[src/kbi_pkg.sv]
// Constants and carrier types for the keyboard pin interrupt block.
// Assumes a 32-bit APB master and eight port pins sampled on clk_i.
package kbi_pkg;

  // ------------------------------------------------------------
  // Sizes
  // ------------------------------------------------------------
  localparam int PIN_COUNT = 8;
  localparam int UPPER_COUNT = 4;
  localparam int EVENT_COUNT = 3;
  localparam int ADDR_WIDTH = 8;

  // ------------------------------------------------------------
  // Register byte offsets
  // ------------------------------------------------------------
  localparam logic [7:0] ADDR_STATUS_CONTROL = 8'h00;
  localparam logic [7:0] ADDR_PIN_ENABLE = 8'h04;
  localparam logic [7:0] ADDR_EVENT_STATUS = 8'h08;
  localparam logic [7:0] ADDR_EVENT_MASK = 8'h0C;

  // ------------------------------------------------------------
  // Status/control field positions
  // ------------------------------------------------------------
  localparam int SC_POLARITY_LSB = 4;
  localparam int SC_PENDING_BIT = 3;
  localparam int SC_ACK_BIT = 2;
  localparam int SC_GATE_BIT = 1;
  localparam int SC_MODE_BIT = 0;

  // Event status / mask bit positions
  localparam int EVT_EDGE_BIT = 0;
  localparam int EVT_ACK_BLOCKED_BIT = 1;
  localparam int EVT_WAKE_BIT = 2;

  // ------------------------------------------------------------
  // Reset values
  // ------------------------------------------------------------
  localparam logic [3:0] POLARITY_RESET = 4'h0;
  localparam logic GATE_RESET = 1'b0;
  localparam logic MODE_RESET = 1'b0;
  localparam logic PENDING_RESET = 1'b0;
  localparam logic [7:0] PIN_ENABLE_RESET = 8'h00;
  localparam logic [2:0] EVENT_STATUS_RESET = 3'h0;
  localparam logic [2:0] EVENT_MASK_RESET = 3'h0;

  // ------------------------------------------------------------
  // Carriers
  // ------------------------------------------------------------
  typedef struct packed {
    logic psel;
    logic penable;
    logic pwrite;
    logic [ADDR_WIDTH-1:0] paddr;
    logic [31:0] pwdata;
  } apb_req_type;

  typedef struct packed {
    logic pready;
    logic pslverr;
    logic [31:0] prdata;
  } apb_rsp_type;

endpackage

[src/keyboard_pin_interrupt.sv]
// Eight-input keyboard interrupt detector with an APB register slave.
// Assumes pins_i is synchronous to clk_i in simulation, still synchronised.
`timescale 1ns/1ps

module keyboard_pin_interrupt (
  input wire logic clk_i,
  input wire logic rst_i,
  input wire logic ce_i,
  input wire kbi_pkg::apb_req_type apb_req_i,
  output kbi_pkg::apb_rsp_type apb_rsp_o,
  input wire logic [kbi_pkg::PIN_COUNT-1:0] pins_i,
  input wire logic stop_i,
  output logic irq_o,
  output logic wake_o
);

  // ------------------------------------------------------------
  // Register state
  // ------------------------------------------------------------
  logic [kbi_pkg::UPPER_COUNT-1:0] upper_input_polarity_reg;
  logic pending_flag_reg;
  logic irq_gate_reg;
  logic detect_mode_select_reg;
  logic [kbi_pkg::PIN_COUNT-1:0] keypad_pin_enable_reg;
  logic [kbi_pkg::EVENT_COUNT-1:0] event_status_reg;
  logic [kbi_pkg::EVENT_COUNT-1:0] event_mask_reg;
  logic irq_reg;

  // ------------------------------------------------------------
  // Pin sampling state
  // ------------------------------------------------------------
  logic [kbi_pkg::PIN_COUNT-1:0] sync_first_reg;
  logic [kbi_pkg::PIN_COUNT-1:0] sync_second_reg;
  logic [kbi_pkg::PIN_COUNT-1:0] seen_deasserted_reg;

  // ------------------------------------------------------------
  // Bus answer state
  // ------------------------------------------------------------
  logic pready_reg;
  logic pslverr_reg;
  logic [31:0] prdata_reg;

  logic [kbi_pkg::PIN_COUNT-1:0] polarity_full;
  logic [kbi_pkg::PIN_COUNT-1:0] asserted;
  logic [kbi_pkg::PIN_COUNT-1:0] enabled_asserted;
  logic [kbi_pkg::PIN_COUNT-1:0] edge_vec;
  logic [kbi_pkg::PIN_COUNT-1:0] raw_asserted;
  logic edge_event;
  logic level_hold;
  logic set_pending;
  logic ack_write;
  logic ack_blocked;
  logic stop_level;
  logic [kbi_pkg::EVENT_COUNT-1:0] event_set;
  logic pending_next;
  logic [kbi_pkg::EVENT_COUNT-1:0] event_status_next;

  logic setup_phase;
  logic access_done;
  logic bus_write;
  logic [7:0] word_addr;
  logic sel_sc;
  logic sel_pe;
  logic sel_es;
  logic sel_em;
  logic [31:0] read_value;

  // ------------------------------------------------------------
  // Trigger sense
  // ------------------------------------------------------------
  // Lower inputs are hard-wired to falling/low sense.
  assign polarity_full = {upper_input_polarity_reg, 4'h0};
  // Sense per pin: polarity 1 asserts on high, 0 on low.
  assign asserted = ~(sync_second_reg ^ polarity_full);
  assign enabled_asserted = asserted & keypad_pin_enable_reg;

  // Edge: previous sample deasserted, present sample asserted. Since
  // seen_deasserted_reg only holds for enabled pins, a pin just enabled
  // at its asserted level produces no edge.
  assign edge_vec = enabled_asserted & seen_deasserted_reg;

  always_comb begin
    edge_event = 1'b0;
    if (detect_mode_select_reg) begin
      // Every enabled asserted pin must be a fresh edge.
      edge_event = (|edge_vec) && (edge_vec == enabled_asserted);
    end else begin
      edge_event = |edge_vec;
    end
  end

  assign level_hold = detect_mode_select_reg & (|enabled_asserted);

  // Level seen on the way out of stop stands in for the missed edge.
  assign stop_level = stop_i & (|enabled_asserted);
  assign set_pending = edge_event | level_hold | stop_level;

  // ------------------------------------------------------------
  // Register access decode
  // ------------------------------------------------------------
  assign setup_phase = apb_req_i.psel & ~apb_req_i.penable;
  assign access_done = apb_req_i.psel & apb_req_i.penable & pready_reg;
  assign bus_write = access_done & apb_req_i.pwrite;
  assign word_addr = {apb_req_i.paddr[7:2], 2'b00};

  always_comb begin
    sel_sc = 1'b0;
    sel_pe = 1'b0;
    sel_es = 1'b0;
    sel_em = 1'b0;
    if (word_addr == kbi_pkg::ADDR_STATUS_CONTROL) begin
      sel_sc = 1'b1;
    end else if (word_addr == kbi_pkg::ADDR_PIN_ENABLE) begin
      sel_pe = 1'b1;
    end else if (word_addr == kbi_pkg::ADDR_EVENT_STATUS) begin
      sel_es = 1'b1;
    end else if (word_addr == kbi_pkg::ADDR_EVENT_MASK) begin
      sel_em = 1'b1;
    end
  end

  assign ack_write = bus_write & sel_sc
    & apb_req_i.pwdata[kbi_pkg::SC_ACK_BIT];
  assign ack_blocked = ack_write & set_pending;

  // Set wins over acknowledge in the same cycle.
  always_comb begin
    pending_next = pending_flag_reg;
    if (set_pending) begin
      pending_next = 1'b1;
    end else if (ack_write) begin
      pending_next = 1'b0;
    end
  end

  always_comb begin
    event_set = '0;
    event_set[kbi_pkg::EVT_EDGE_BIT] = edge_event;
    event_set[kbi_pkg::EVT_ACK_BLOCKED_BIT] = ack_blocked;
    event_set[kbi_pkg::EVT_WAKE_BIT] = stop_level;
  end

  // Write-one-to-clear, with a simultaneous set winning.
  always_comb begin
    event_status_next = event_status_reg;
    if (bus_write && sel_es) begin
      event_status_next = event_status_reg
        & ~apb_req_i.pwdata[kbi_pkg::EVENT_COUNT-1:0];
    end
    event_status_next = event_status_next | event_set;
  end

  always_comb begin
    read_value = 32'h0000_0000;
    if (sel_sc) begin
      read_value[7:4] = upper_input_polarity_reg;
      read_value[kbi_pkg::SC_PENDING_BIT] = pending_flag_reg;
      read_value[kbi_pkg::SC_GATE_BIT] = irq_gate_reg;
      read_value[kbi_pkg::SC_MODE_BIT] = detect_mode_select_reg;
    end else if (sel_pe) begin
      read_value[7:0] = keypad_pin_enable_reg;
    end else if (sel_es) begin
      read_value[2:0] = event_status_reg;
    end else if (sel_em) begin
      read_value[2:0] = event_mask_reg;
    end
  end

  // ------------------------------------------------------------
  // Pin synchroniser and deasserted history
  // ------------------------------------------------------------
  // Asynchronous key bounces would otherwise reach the flag directly.
  always_ff @(posedge clk_i) begin
    if (rst_i) begin
      sync_first_reg <= 8'h00;
      sync_second_reg <= 8'h00;
    end else if (ce_i) begin
      sync_first_reg <= pins_i;
      sync_second_reg <= sync_first_reg;
    end
  end

  // Cleared in stop: the edge path is bypassed while clocks are held.
  always_ff @(posedge clk_i) begin
    if (rst_i) begin
      seen_deasserted_reg <= 8'h00;
    end else if (ce_i && !stop_i) begin
      seen_deasserted_reg <= ~asserted & keypad_pin_enable_reg;
    end else if (ce_i) begin
      seen_deasserted_reg <= 8'h00;
    end
  end

  // ------------------------------------------------------------
  // Control registers
  // ------------------------------------------------------------
  always_ff @(posedge clk_i) begin
    if (rst_i) begin
      upper_input_polarity_reg <= kbi_pkg::POLARITY_RESET;
      irq_gate_reg <= kbi_pkg::GATE_RESET;
      detect_mode_select_reg <= kbi_pkg::MODE_RESET;
    end else if (ce_i && bus_write && sel_sc) begin
      upper_input_polarity_reg <= apb_req_i.pwdata[7:4];
      irq_gate_reg <= apb_req_i.pwdata[kbi_pkg::SC_GATE_BIT];
      detect_mode_select_reg <=
        apb_req_i.pwdata[kbi_pkg::SC_MODE_BIT];
    end
  end

  always_ff @(posedge clk_i) begin
    if (rst_i) begin
      keypad_pin_enable_reg <= kbi_pkg::PIN_ENABLE_RESET;
    end else if (ce_i && bus_write && sel_pe) begin
      keypad_pin_enable_reg <= apb_req_i.pwdata[7:0];
    end
  end

  always_ff @(posedge clk_i) begin
    if (rst_i) begin
      event_mask_reg <= kbi_pkg::EVENT_MASK_RESET;
    end else if (ce_i && bus_write && sel_em) begin
      event_mask_reg <= apb_req_i.pwdata[kbi_pkg::EVENT_COUNT-1:0];
    end
  end

  // ------------------------------------------------------------
  // Flags and interrupt
  // ------------------------------------------------------------
  always_ff @(posedge clk_i) begin
    if (rst_i) begin
      pending_flag_reg <= kbi_pkg::PENDING_RESET;
      event_status_reg <= kbi_pkg::EVENT_STATUS_RESET;
    end else if (ce_i) begin
      pending_flag_reg <= pending_next;
      event_status_reg <= event_status_next;
    end
  end

  // Built from next values so the request moves with the flags.
  always_ff @(posedge clk_i) begin
    if (rst_i) begin
      irq_reg <= 1'b0;
    end else if (ce_i) begin
      irq_reg <= (irq_gate_reg & pending_next)
        | (|(event_status_next & event_mask_reg));
    end
  end

  // ------------------------------------------------------------
  // APB answer: one wait-free access phase per transfer
  // ------------------------------------------------------------
  always_ff @(posedge clk_i) begin
    if (rst_i) begin
      pready_reg <= 1'b0;
      pslverr_reg <= 1'b0;
      prdata_reg <= 32'h0000_0000;
    end else if (ce_i) begin
      pready_reg <= setup_phase;
      if (setup_phase) begin
        pslverr_reg <= ~(sel_sc | sel_pe | sel_es | sel_em);
        prdata_reg <= apb_req_i.pwrite ? 32'h0000_0000 : read_value;
      end else begin
        pslverr_reg <= 1'b0;
        prdata_reg <= 32'h0000_0000;
      end
    end
  end

  // ------------------------------------------------------------
  // Outputs
  // ------------------------------------------------------------
  assign apb_rsp_o.pready = pready_reg;
  assign apb_rsp_o.pslverr = pslverr_reg;
  assign apb_rsp_o.prdata = prdata_reg;
  assign irq_o = irq_reg;

  // Wake path must work with clk_i stopped, so it is left unregistered.
  assign raw_asserted = ~(pins_i ^ polarity_full);
  assign wake_o = stop_i & (|(raw_asserted & keypad_pin_enable_reg));

endmodule

[config.mk]
export PLATFORM = sky130hd
export DESIGN_NAME = keyboard_pin_interrupt
export DESIGN_NICKNAME = d
export VERILOG_FILES = /design/src/kbi_pkg.sv /design/src/keyboard_pin_interrupt.sv
export SDC_FILE = /design/constraint.sdc
export NUM_CORES = 1
export LEC_CHECK = 0
export BUFFER_PORTS_ARGS = -buffer_cell sky130_fd_sc_hd__buf_2
export CORE_ASPECT_RATIO = 1.75
export CORE_MARGIN = 8
export CORE_UTILIZATION = 30
export DETAILED_ROUTE_END_ITERATION = 10
export MAX_ROUTING_LAYER = met4
export PLACE_DENSITY = 0.61
export SLEW_MARGIN = 20
export SYNTH_ARGS = -nofsm -noshare
export SYNTH_HDL_FRONTEND = slang
export SYNTH_SLANG_ARGS = --single-unit
[constraint.sdc]
create_clock -name clk_i -period 1.7 [get_ports clk_i]
set_input_delay 0 -clock clk_i [delete_from_list [all_inputs] [get_ports clk_i]]
set_output_delay 0 -clock clk_i [all_outputs]
set_load 0.01 [all_outputs]
==> results of run 1 <==
[per-layer routing]
layer	up-vias	GRT usage, %
met1	1250	11.9
met4	0	7.09
met2	85	22.9
li1	1285	-
met5	-	-
met3	18	2.84
[synthesized netlist by cell type, types with 2 or more instances]
| master | instances | area [µm²] |
|---|---|---|
| a2bb2oi_1 | 5 | 43.8 |
| a21o_1 | 2 | 15.0 |
| buf_4 | 26 | 195 |
| inv_1 | 11 | 41.3 |
| o21ai_0 | 10 | 50.1 |
| a222oi_1 | 2 | 20.0 |
| mux2_2 | 3 | 33.8 |
| o22ai_1 | 2 | 12.5 |
| a21oi_1 | 19 | 95.1 |
| nor2_1 | 43 | 161 |
| buf_1 | 6 | 22.5 |
| and3b_1 | 3 | 26.3 |
| dfxtp_1 | 56 | 1120 |
| nor2b_1 | 8 | 50.1 |
| a31oi_1 | 3 | 18.8 |
| o21bai_1 | 2 | 15.0 |
| a32oi_1 | 3 | 26.3 |
| mux2i_1 | 32 | 320 |
| xnor2_1 | 8 | 70.1 |
| nor3_1 | 4 | 20.0 |
| nor3b_1 | 3 | 22.5 |
| nand4b_1 | 4 | 35.0 |
| nand3b_1 | 4 | 30.0 |
| nand4_1 | 3 | 18.8 |
| buf_2 | 3 | 15.0 |
| o221ai_1 | 2 | 17.5 |
| nand3_1 | 4 | 20.0 |
| nor4_1 | 2 | 12.5 |
| o41ai_2 | 2 | 32.5 |
| a2111oi_0 | 3 | 26.3 |
| clkbuf_1 | 8 | 30.0 |
| nand2_1 | 30 | 113 |
[kinds of logic after synthesis]
logic type | count (synthesis) | synth area share (%)
flops | 56 | 37.7
buf+inv | 55 | 10.6
other cells | 1 | 0.126
simple gates | 120 | 22.1
xor+xnor | 8 | 2.35
compound gates | 64 | 15.3
mux | 35 | 11.9
[through the flow]
step / instances / area [µm²] / TNS (ns) / power (mW) / hold slack (ns)
after global routing: 534 / 3750 / -0.0386 / 2.68 / 0.00802
after CTS: 533 / 3660 / 0 / 2.61 / 0.000847
after global placement: 516 / 3410 / -0.0766 / 1.62 / 0.257
final: 534 / 3750 / 0 / 2.59 / 0.00560
after floorplan: 362 / 3060 / 0 / 1.57 / 0.136
after detailed placement: 516 / 3410 / -0.137 / 1.62 / 0.265
[area by class of cell]
type / instances / area [µm²] / area share [%]
tap: 125 / 156 / 4.18
clock buffer: 5 / 125 / 3.34
multi-input combinational: 251 / 1710 / 45.5
inverter: 11 / 41.3 / 1.10
timing repair buffer: 86 / 592 / 15.8
sequential: 56 / 1130 / 30.1
[critical path, cell delays in order (launching register included)]
cell and delay [ns]:
dfxtp_2 0.34, xnor2_2 0.14, a222oi_1 0.43, buf_4 0.21, nand3_4 0.08, a221oi_2 0.25
a31oi_1 0.11
[worst paths after layout]
path                                        start                                  end  slack [ns]  cells after the start
setup / recovery  sync_second_reg[7]$_SDFFE_PP0P_                   irq_o$_SDFFE_PP0P_        0.04                      6
hold / removal                       apb_req_i[0]  detect_mode_select_reg$_SDFFE_PP0P_       0.006                      3
setup reg to reg  sync_second_reg[7]$_SDFFE_PP0P_                   irq_o$_SDFFE_PP0P_        0.04                      6
hold reg to reg        prdata_reg[0]$_SDFFE_PP0P_           prdata_reg[0]$_SDFFE_PP0P_        0.46                      2
[where the power goes]
part | internal (mW) | switching (mW)
clock network | 0.523 | 0.447
registers | 1.33 | 0.0135
logic | 0.110 | 0.161
[what timing repair did]
action	in CTS	in global routing
setup buffers	0	1
pin swaps	3	10
gates resized for setup	4	19
setup endpoints to repair	2	5
hold endpoints to repair	15	0
hold buffers	12	0
cloned	0	0
==> impl_metrics.ini, run 1 <==
[detailed_routing]
via_per_inst = 4.94
drt-total-wl_mm = 8.25
drc = 0
highest_layer = met4
antenna_left = 0
routedWlPerCell_um = 15.4
wl_met3_um = 404
via_count = 2638
wl_met2_mm = 4.51
drtIter0Drc = 208
firstDrtPassIters = 5
wl_met1_mm = 3.05

[setup_path]
critPathLaunchType = flip-flop
cp-end-kind = flip-flop
worstSetupPathType = reg -> reg
required_ns = 1.88
worst-path-max-fanout = 2
cp.arrival_ns = 1.84

[global_routing]
grt_pass1_vias = 2765
grt_overflow_total = 0
grt_max_degree = 57
grt_first_pass_wirelength_mm = 13.4
antenna_found_initial = 0
grt_usage_pct = 12.6

[placement]
routabilityCongestion = 0.863
hpwl_mm = 6.28
pre_cts_ws_ns = -0.103
portBuffers = 40

[clock_tree]
path_clk_slew_ns = 0.07
cts_inserted_buffers = 5
cts.sinks = 56
clock_tree.root_cell = clkbuf_16
cts_buffer_depth = 2
htreeDepth = 2
cts_tree = done
clock_latency_ns = 0.30

[sta]
skew_ns = 0.00885
maxSlewViolCount = 0
setup_viol_count_final = 0
hold_violations = 0
fin_crit_sh_pct = 97.8
layout_setup_ws_ns = 0.0377
timing.fmax_ghz = 0.602
min_period_ns = 1.66
rsz0062_at_grt = true

[cells_and_area]
nets = 466
layout-drive-gt1-share_pct = 25.9
layout_commonest_cell = dfxtp_1
num_antenna_cells = 0
final_cell_mix = dfxtp_1, nor2_1, buf_2, mux2i_1, buf_4
synthToLayoutAreaGrowth_pct = 25.9
fillers = 1023
final_util_pct = 38.3

[yosys]
synth_seq_area_share_pct = 37.7
yosysUniqueCellTypes = 55
synth_warnings = 0
syn_avg_cell_area_um2 = 8.78
synth_edf_count = 0
ys.flop_type = dfxtp_1
async_flop_share_pct = 0
syn_inst = 339
ys_seq_elements = 56
netlist_area_um2 = 2980

[die]
die_y_um = 148
fp.dieW_um = 91.3
rows = 48
design.die.area_um2 = 13500
ios = 91
fp.coreArea_um2 = 9790
initial_core_util_pct = 30.4

[job]
cap_violations = 0

[hold_path]
hp-class = in -> reg

[power]
pwr_density_cell_nw_per_um2 = 691
ir_drop_uv = 357
p_leak_nw = 1.61

[run_status]
status = finished clean
No activity file was read; power rests on OpenSTA's default activity.
==> run 2, diff against run 1 <==
--- a/config.mk
+++ b/config.mk
@@ -5,13 +5,14 @@
 export SDC_FILE = /design/constraint.sdc
 export NUM_CORES = 1
 export LEC_CHECK = 0
+export ABC_AREA = 1
 export BUFFER_PORTS_ARGS = -buffer_cell sky130_fd_sc_hd__buf_2
 export CORE_ASPECT_RATIO = 1.75
 export CORE_MARGIN = 8
 export CORE_UTILIZATION = 30
 export DETAILED_ROUTE_END_ITERATION = 10
 export MAX_ROUTING_LAYER = met4
-export PLACE_DENSITY = 0.61
+export PLACE_DENSITY = 0.62
 export SLEW_MARGIN = 20
 export SYNTH_ARGS = -nofsm -noshare
 export SYNTH_HDL_FRONTEND = slang
==> impl_metrics.ini, run 2 <==
[detailed_routing]
routedWlPerCell_um = 14.0
antenna_left = 0
via_per_inst = 4.67
via_count = 2697
firstDrtPassIters = 4
drc = 0
drt-total-wl_mm = 8.10
drtIter0Drc = 229

[global_routing]
antenna_found_initial = 0
grt_overflow_total = 0
grt_max_degree = 36
grt_usage_pct = 13.1
grt_first_pass_wirelength_mm = 12.4
grt_pass1_vias = 2556

[sta]
fin_crit_sh_pct = 95.0
timing.fmax_ghz = 0.619
min_period_ns = 1.61
rsz0062_at_grt = true
setup_viol_count_final = 0
maxSlewViolCount = 0
hold_violations = 0
skew_ns = 0.00742

[die]
fp.dieW_um = 89.5
rows = 47
die_y_um = 145
initial_core_util_pct = 30.3
ios = 91
design.die.area_um2 = 13000
fp.coreArea_um2 = 9350

[setup_path]
worstSetupPathType = reg -> out
cp.arrival_ns = 1.61
slowest_stage = dfxtp_1
cp-end-kind = output port
cpLargestDelayFamily = compound AO/OA/AOI/OAI gates
critPathLaunchType = flip-flop
worst-path-max-fanout = 5
required_ns = 1.70
cp_slowest_stage_delay_ns = 0.31
path_buf_inv = 2
crit_chain = inv_1, a21oi_1, o21ai_0, o2111ai_1, o31a_1, buf_2
r2r_setup_slack_ns = 0.11

[yosys]
yosysMostFrequentCell = nand2_1
synth_top_cell_area_share_pct = 39.5
async_flop_share_pct = 0
ys.flop_type = dfxtp_1
synth_seq_area_share_pct = 39.5
synth_top_area_cell = dfxtp_1
synth_warnings = 0
syn_inst = 402
synth_edf_count = 0
syn_avg_cell_area_um2 = 7.06
synthTopCellsByArea = dfxtp_1, a21oi_1, nand2_1
ys_seq_elements = 56
synth_common_cells = nand2_1, dfxtp_1, a21oi_1
yosysUniqueCellTypes = 34
netlist_area_um2 = 2840

[clock_tree]
cts_buffer_depth = 2
clock_latency_ns = 0.30
cts.sinks = 56
clock_tree.root_cell = clkbuf_16
cts_inserted_buffers = 5
htreeDepth = 2
cts_tree = done
path_clk_slew_ns = 0.07

[job]
cap_violations = 0

[cells_and_area]
layout_commonest_cell = nand2_1
final_cell_mix = nand2_1, a21oi_1, o21ai_0, dfxtp_1, buf_2
final_util_pct = 36.9
num_antenna_cells = 0
fin_cells = 578
nets = 510
synthToLayoutAreaGrowth_pct = 21.6
layout-drive-gt1-share_pct = 26.1

[power]
clkPwrFrac_pct = 42.3
p_comb_share_pct = 9.0
p_switching_mw = 0.667
switching_share_pct = 23.9
p_seq_share_pct = 48.7
p_leak_nw = 1.47
pwr_density_cell_nw_per_um2 = 810
ir_drop_uv = 508
p_int_mw = 2.13

[placement]
hpwl_mm = 6.03
dp_cells = 556
routabilityCongestion = 0.908
portBuffers = 40

[run_status]
status = finished clean

[hold_path]
hp-class = in -> reg
## run 2: changes by cell type after synthesis, moves of 6 or more
| cell | previous run | this run |
|---|---|---|
| nor2_1 | 43 | 37 |
| buf_1 | 6 | 0 |
| xnor2_1 | 8 | 0 |
| mux2i_1 | 32 | 0 |
| a21oi_1 | 19 | 51 |
| nand3_1 | 4 | 20 |
| o21ai_0 | 10 | 43 |
| nor2b_1 | 8 | 0 |
| inv_1 | 11 | 38 |
| nand2_1 | 30 | 62 |
| nand2_2 | 0 | 8 |
| inv_2 | 0 | 12 |
## run 2: worst min-delay path: stages
cell,delay [ns]
buf_2,0.08
o21ai_0,0.07
a21oi_1,0.11
## run 2: metal layers
metal,vias up,global-route usage (%),wire length (µm)
met5,-,-,0
met4,0,8.82,336
met3,14,1.98,350
met2,57,23.7,4430
met1,1252,12.3,2980
li1,1374,-,-
## run 2: timing repair
item / in CTS / in global routing
buffers inserted: 0 / 3
setup endpoints to repair: 0 / 2
hold buffers: 11 / 0
endpoints found under the hold margin: 13 / 0
resized for setup: 0 / 35
## run 2: path summary, 6_finish.rpt
path / to / start / cells after the start
max: wake_o / keypad_pin_enable_reg[7]$_SDFFE_PP0P_ / 6
min: keypad_pin_enable_reg[3]$_SDFFE_PP0P_ / apb_req_i[3] / 3
max reg2reg: irq_o$_SDFFE_PP0P_ / upper_input_polarity_reg[2]$_SDFFE_PP0P_ / 16
min reg2reg: prdata_reg[4]$_SDFFE_PP0P_ / prdata_reg[4]$_SDFFE_PP0P_ / 2
## run 2: power groups by stage
stage	registers [mW]	clock network (mW)	logic (mW)
after global routing	1.37	1.26	0.282
after floorplan	1.39	0	0.178
after detailed placement	1.39	0	0.223
after CTS	1.36	1.21	0.243
after global placement	1.39	0	0.221
final	1.36	1.18	0.252
## run 2: area by class of cell
cell class / instances / area (µm²)
Tap cell: 122 / 153
Clock inverter: 2 / 35.0
Multi-Input combinational cell: 280 / 1420
Sequential cell: 56 / 1140
Fill cell: 984 / 5900
Inverter: 51 / 191
Clock buffer: 6 / 129
Timing Repair Buffer: 61 / 385
## run 2: metrics by stage
step	worst slack, ns	total power, mW	setup TNS, ns	cell area, µm²	hold slack, ns
floorplan	0.330	1.56	0	2920	0.111
global placement	0.125	1.61	0	3080	0.263
detailed placement	0.100	1.61	0	3080	0.273
CTS	0.0514	2.81	0	3350	0.00384
global route	-0.0505	2.91	-0.0626	3450	0.0117
finish	0.0855	2.80	0	3450	0.00327
## run 2: logic make-up (layout without fill, tap and decap cells)
family | count (synthesis) | in the layout | synth area share [%]
AO/OA/AOI/OAI | 114 | 114 | 21.6
XOR/XNOR | 1 | 1 | 0.309
buffers and inverters | 89 | 120 | 15.6
flip-flops | 56 | 56 | 39.5
other | 1 | 24 | 0.132
AND/OR/NAND/NOR | 141 | 141 | 22.8
==> run 3, diff against run 2 <==
--- a/config.mk
+++ b/config.mk
@@ -5,14 +5,13 @@
 export SDC_FILE = /design/constraint.sdc
 export NUM_CORES = 1
 export LEC_CHECK = 0
-export ABC_AREA = 1
 export BUFFER_PORTS_ARGS = -buffer_cell sky130_fd_sc_hd__buf_2
 export CORE_ASPECT_RATIO = 1.75
 export CORE_MARGIN = 8
 export CORE_UTILIZATION = 30
 export DETAILED_ROUTE_END_ITERATION = 10
 export MAX_ROUTING_LAYER = met4
-export PLACE_DENSITY = 0.62
+export PLACE_DENSITY = 0.59
 export SLEW_MARGIN = 20
 export SYNTH_ARGS = -nofsm -noshare
 export SYNTH_HDL_FRONTEND = slang
==> constraint.sdc (replaced) <==
create_clock -name clk_i -period 2 [get_ports clk_i]
set_input_delay 0 -clock clk_i [delete_from_list [all_inputs] [get_ports clk_i]]
set_output_delay 0 -clock clk_i [all_outputs]
set_load 0.01 [all_outputs]
==> impl_metrics.ini, run 3 (synthesized netlist as in run 1, its figures left out) <==
[sta]
maxSlewHeadroom_pct = 62.1
timing.fmax_ghz = 0.550
tns_ns = 0
worst_pin_slew_ns = 0.568
rsz0062_at_grt = false
fin_crit_sh_pct = 90.9
hold_violations = 0
layout_setup_ws_ns = 0.181
skew_ns = 0.00963
maxSlewViolCount = 0
min_period_ns = 1.82
setup_viol_count_final = 0

[cells_and_area]
fillers = 1006
final_cell_mix = dfxtp_1, nor2_1, buf_2, mux2i_1, nand2_1
layout-drive-gt1-share_pct = 18.9
num_antenna_cells = 0
synthToLayoutAreaGrowth_pct = 20.5
layout_commonest_cell = dfxtp_1
nets = 450
seq_area_um2 = 1120
final_cell_area_um2 = 3590
multiInputGateArea_um2 = 1630

[hold_path]
hp-class = in -> reg

[die]
design.die.area_um2 = 13500
rows = 48
fp.dieW_um = 91.3
die_y_um = 148
initial_core_util_pct = 30.4
fp.coreArea_um2 = 9790
ios = 91

[setup_path]
required_ns = 2.19
cp-end-kind = flip-flop
critPathLaunchType = flip-flop
worstSetupPathType = reg -> reg
worst-path-max-fanout = 6
cp.arrival_ns = 2.00

[clock_tree]
cts.sinks = 56
path_clk_slew_ns = 0.07
cts_buffer_depth = 2
clock_tree.root_cell = clkbuf_16
postCtsSetupBuffers = 0
clock_latency_ns = 0.30
htreeDepth = 2
cts_tree = done
cts_inserted_buffers = 5

[global_routing]
grt_usage_pct = 12.1
grt_max_degree = 30
antenna_found_initial = 0
grt_pass1_vias = 2627
grt_overflow_total = 0
grt_first_pass_wirelength_mm = 12.7

[detailed_routing]
via_per_inst = 4.98
routedWlPerCell_um = 15.3
firstDrtPassIters = 5
via_count = 2595
drtIter0Drc = 154
drt-total-wl_mm = 7.98
drc = 0
antenna_left = 0

[placement]
routabilityCongestion = 0.845
dpl_cell_area_um2 = 3270
portBuffers = 40
pre_cts_ws_ns = 0.0810
hpwl_mm = 6.16

[power]
pwr_density_cell_nw_per_um2 = 658
p_leak_nw = 1.51
ir_drop_uv = 299

[run_status]
status = finished clean

[job]
cap_violations = 0
[run 3: changes by cell type in the layout (fill, tap and decap cells not counted), sizes merged, moves of 4 or more]
cell and delta:
inv -39, buf +5, mux2i +32, xnor2 +8
nand3 -16, o21ai -39, a21oi -33, nand2 -40
nor2b +8, nand4b +4, nor3b +4, a2bb2oi +5
o22ai -4, dlygate4sd3 +4
[run 3: layer usage]
| metal | vias to the layer above | share of wire (%) | wire length, µm | global-route usage, % |
|---|---|---|---|---|
| met2 | 90 | 53 | 4220 | 21.6 |
| met5 | - | 0 | 0 | - |
| met4 | 0 | 4.3 | 344 | 7.91 |
| met3 | 17 | 5.5 | 442 | 2.34 |
| met1 | 1234 | 37 | 2980 | 11.4 |
| li1 | 1254 | - | - | - |
[run 3: worst max-delay path, cell delays in order, from the launching register on]
cell       delay [ns]
dfxtp_1          0.35
and3b_1          0.20
a2111oi_1        0.38
buf_4            0.18
nand4_1          0.06
buf_4            0.17
a221oi_2         0.25
a31oi_1          0.11
[run 3: metrics by stage]
stage                     cells  utilization (%)  hold WS (ns)  power, mW
final                       521             36.6        0.0266       2.36
after global routing        521             36.6        0.0193       2.46
after CTS                   521             36.6        0.0135       2.39
after detailed placement    498             33.4         0.250       1.37
after global placement      498             33.4         0.246       1.37
after floorplan             362                -         0.136       1.33
[run 3: power breakdown]
part	internal, mW	total [mW]	leakage [nW]	switching (mW)
Sequential	1.13	1.14	0.454	0.0108
Clock	0.590	0.988	0.0808	0.398
Combinational	0.0902	0.226	0.978	0.136
Total	1.81	2.36	1.51	0.545
[run 3: layout make-up]
type / count / area share [%]
repair buffers: 70 / 13.3
multi-input cells: 251 / 45.4
well taps: 125 / 4.36
flip-flops and latches: 56 / 31.3
clock inverters: 2 / 0.977
inverters: 11 / 1.15
clock buffers: 6 / 3.59
[run 3: path summary, 6_finish.rpt]
| path | startpoint | end | slack [ns] | cells past startpoint |
|---|---|---|---|---|
| setup / recovery | keypad_pin_enable_reg[0]$_SDFFE_PP0P_ | irq_o$_SDFFE_PP0P_ | 0.18 | 7 |
| hold / removal | apb_req_i[2] | event_mask_reg[2]$_SDFFE_PP0P_ | 0.03 | 3 |
| setup reg to reg | keypad_pin_enable_reg[0]$_SDFFE_PP0P_ | irq_o$_SDFFE_PP0P_ | 0.18 | 7 |
| hold reg to reg | prdata_reg[0]$_SDFFE_PP0P_ | prdata_reg[0]$_SDFFE_PP0P_ | 0.47 | 2 |
[run 3: what timing repair did]
action	in CTS	in global routing
endpoints found under the hold margin	19	0
hold buffers	15	0
gates resized for setup	0	1
setup endpoints to repair	0	1
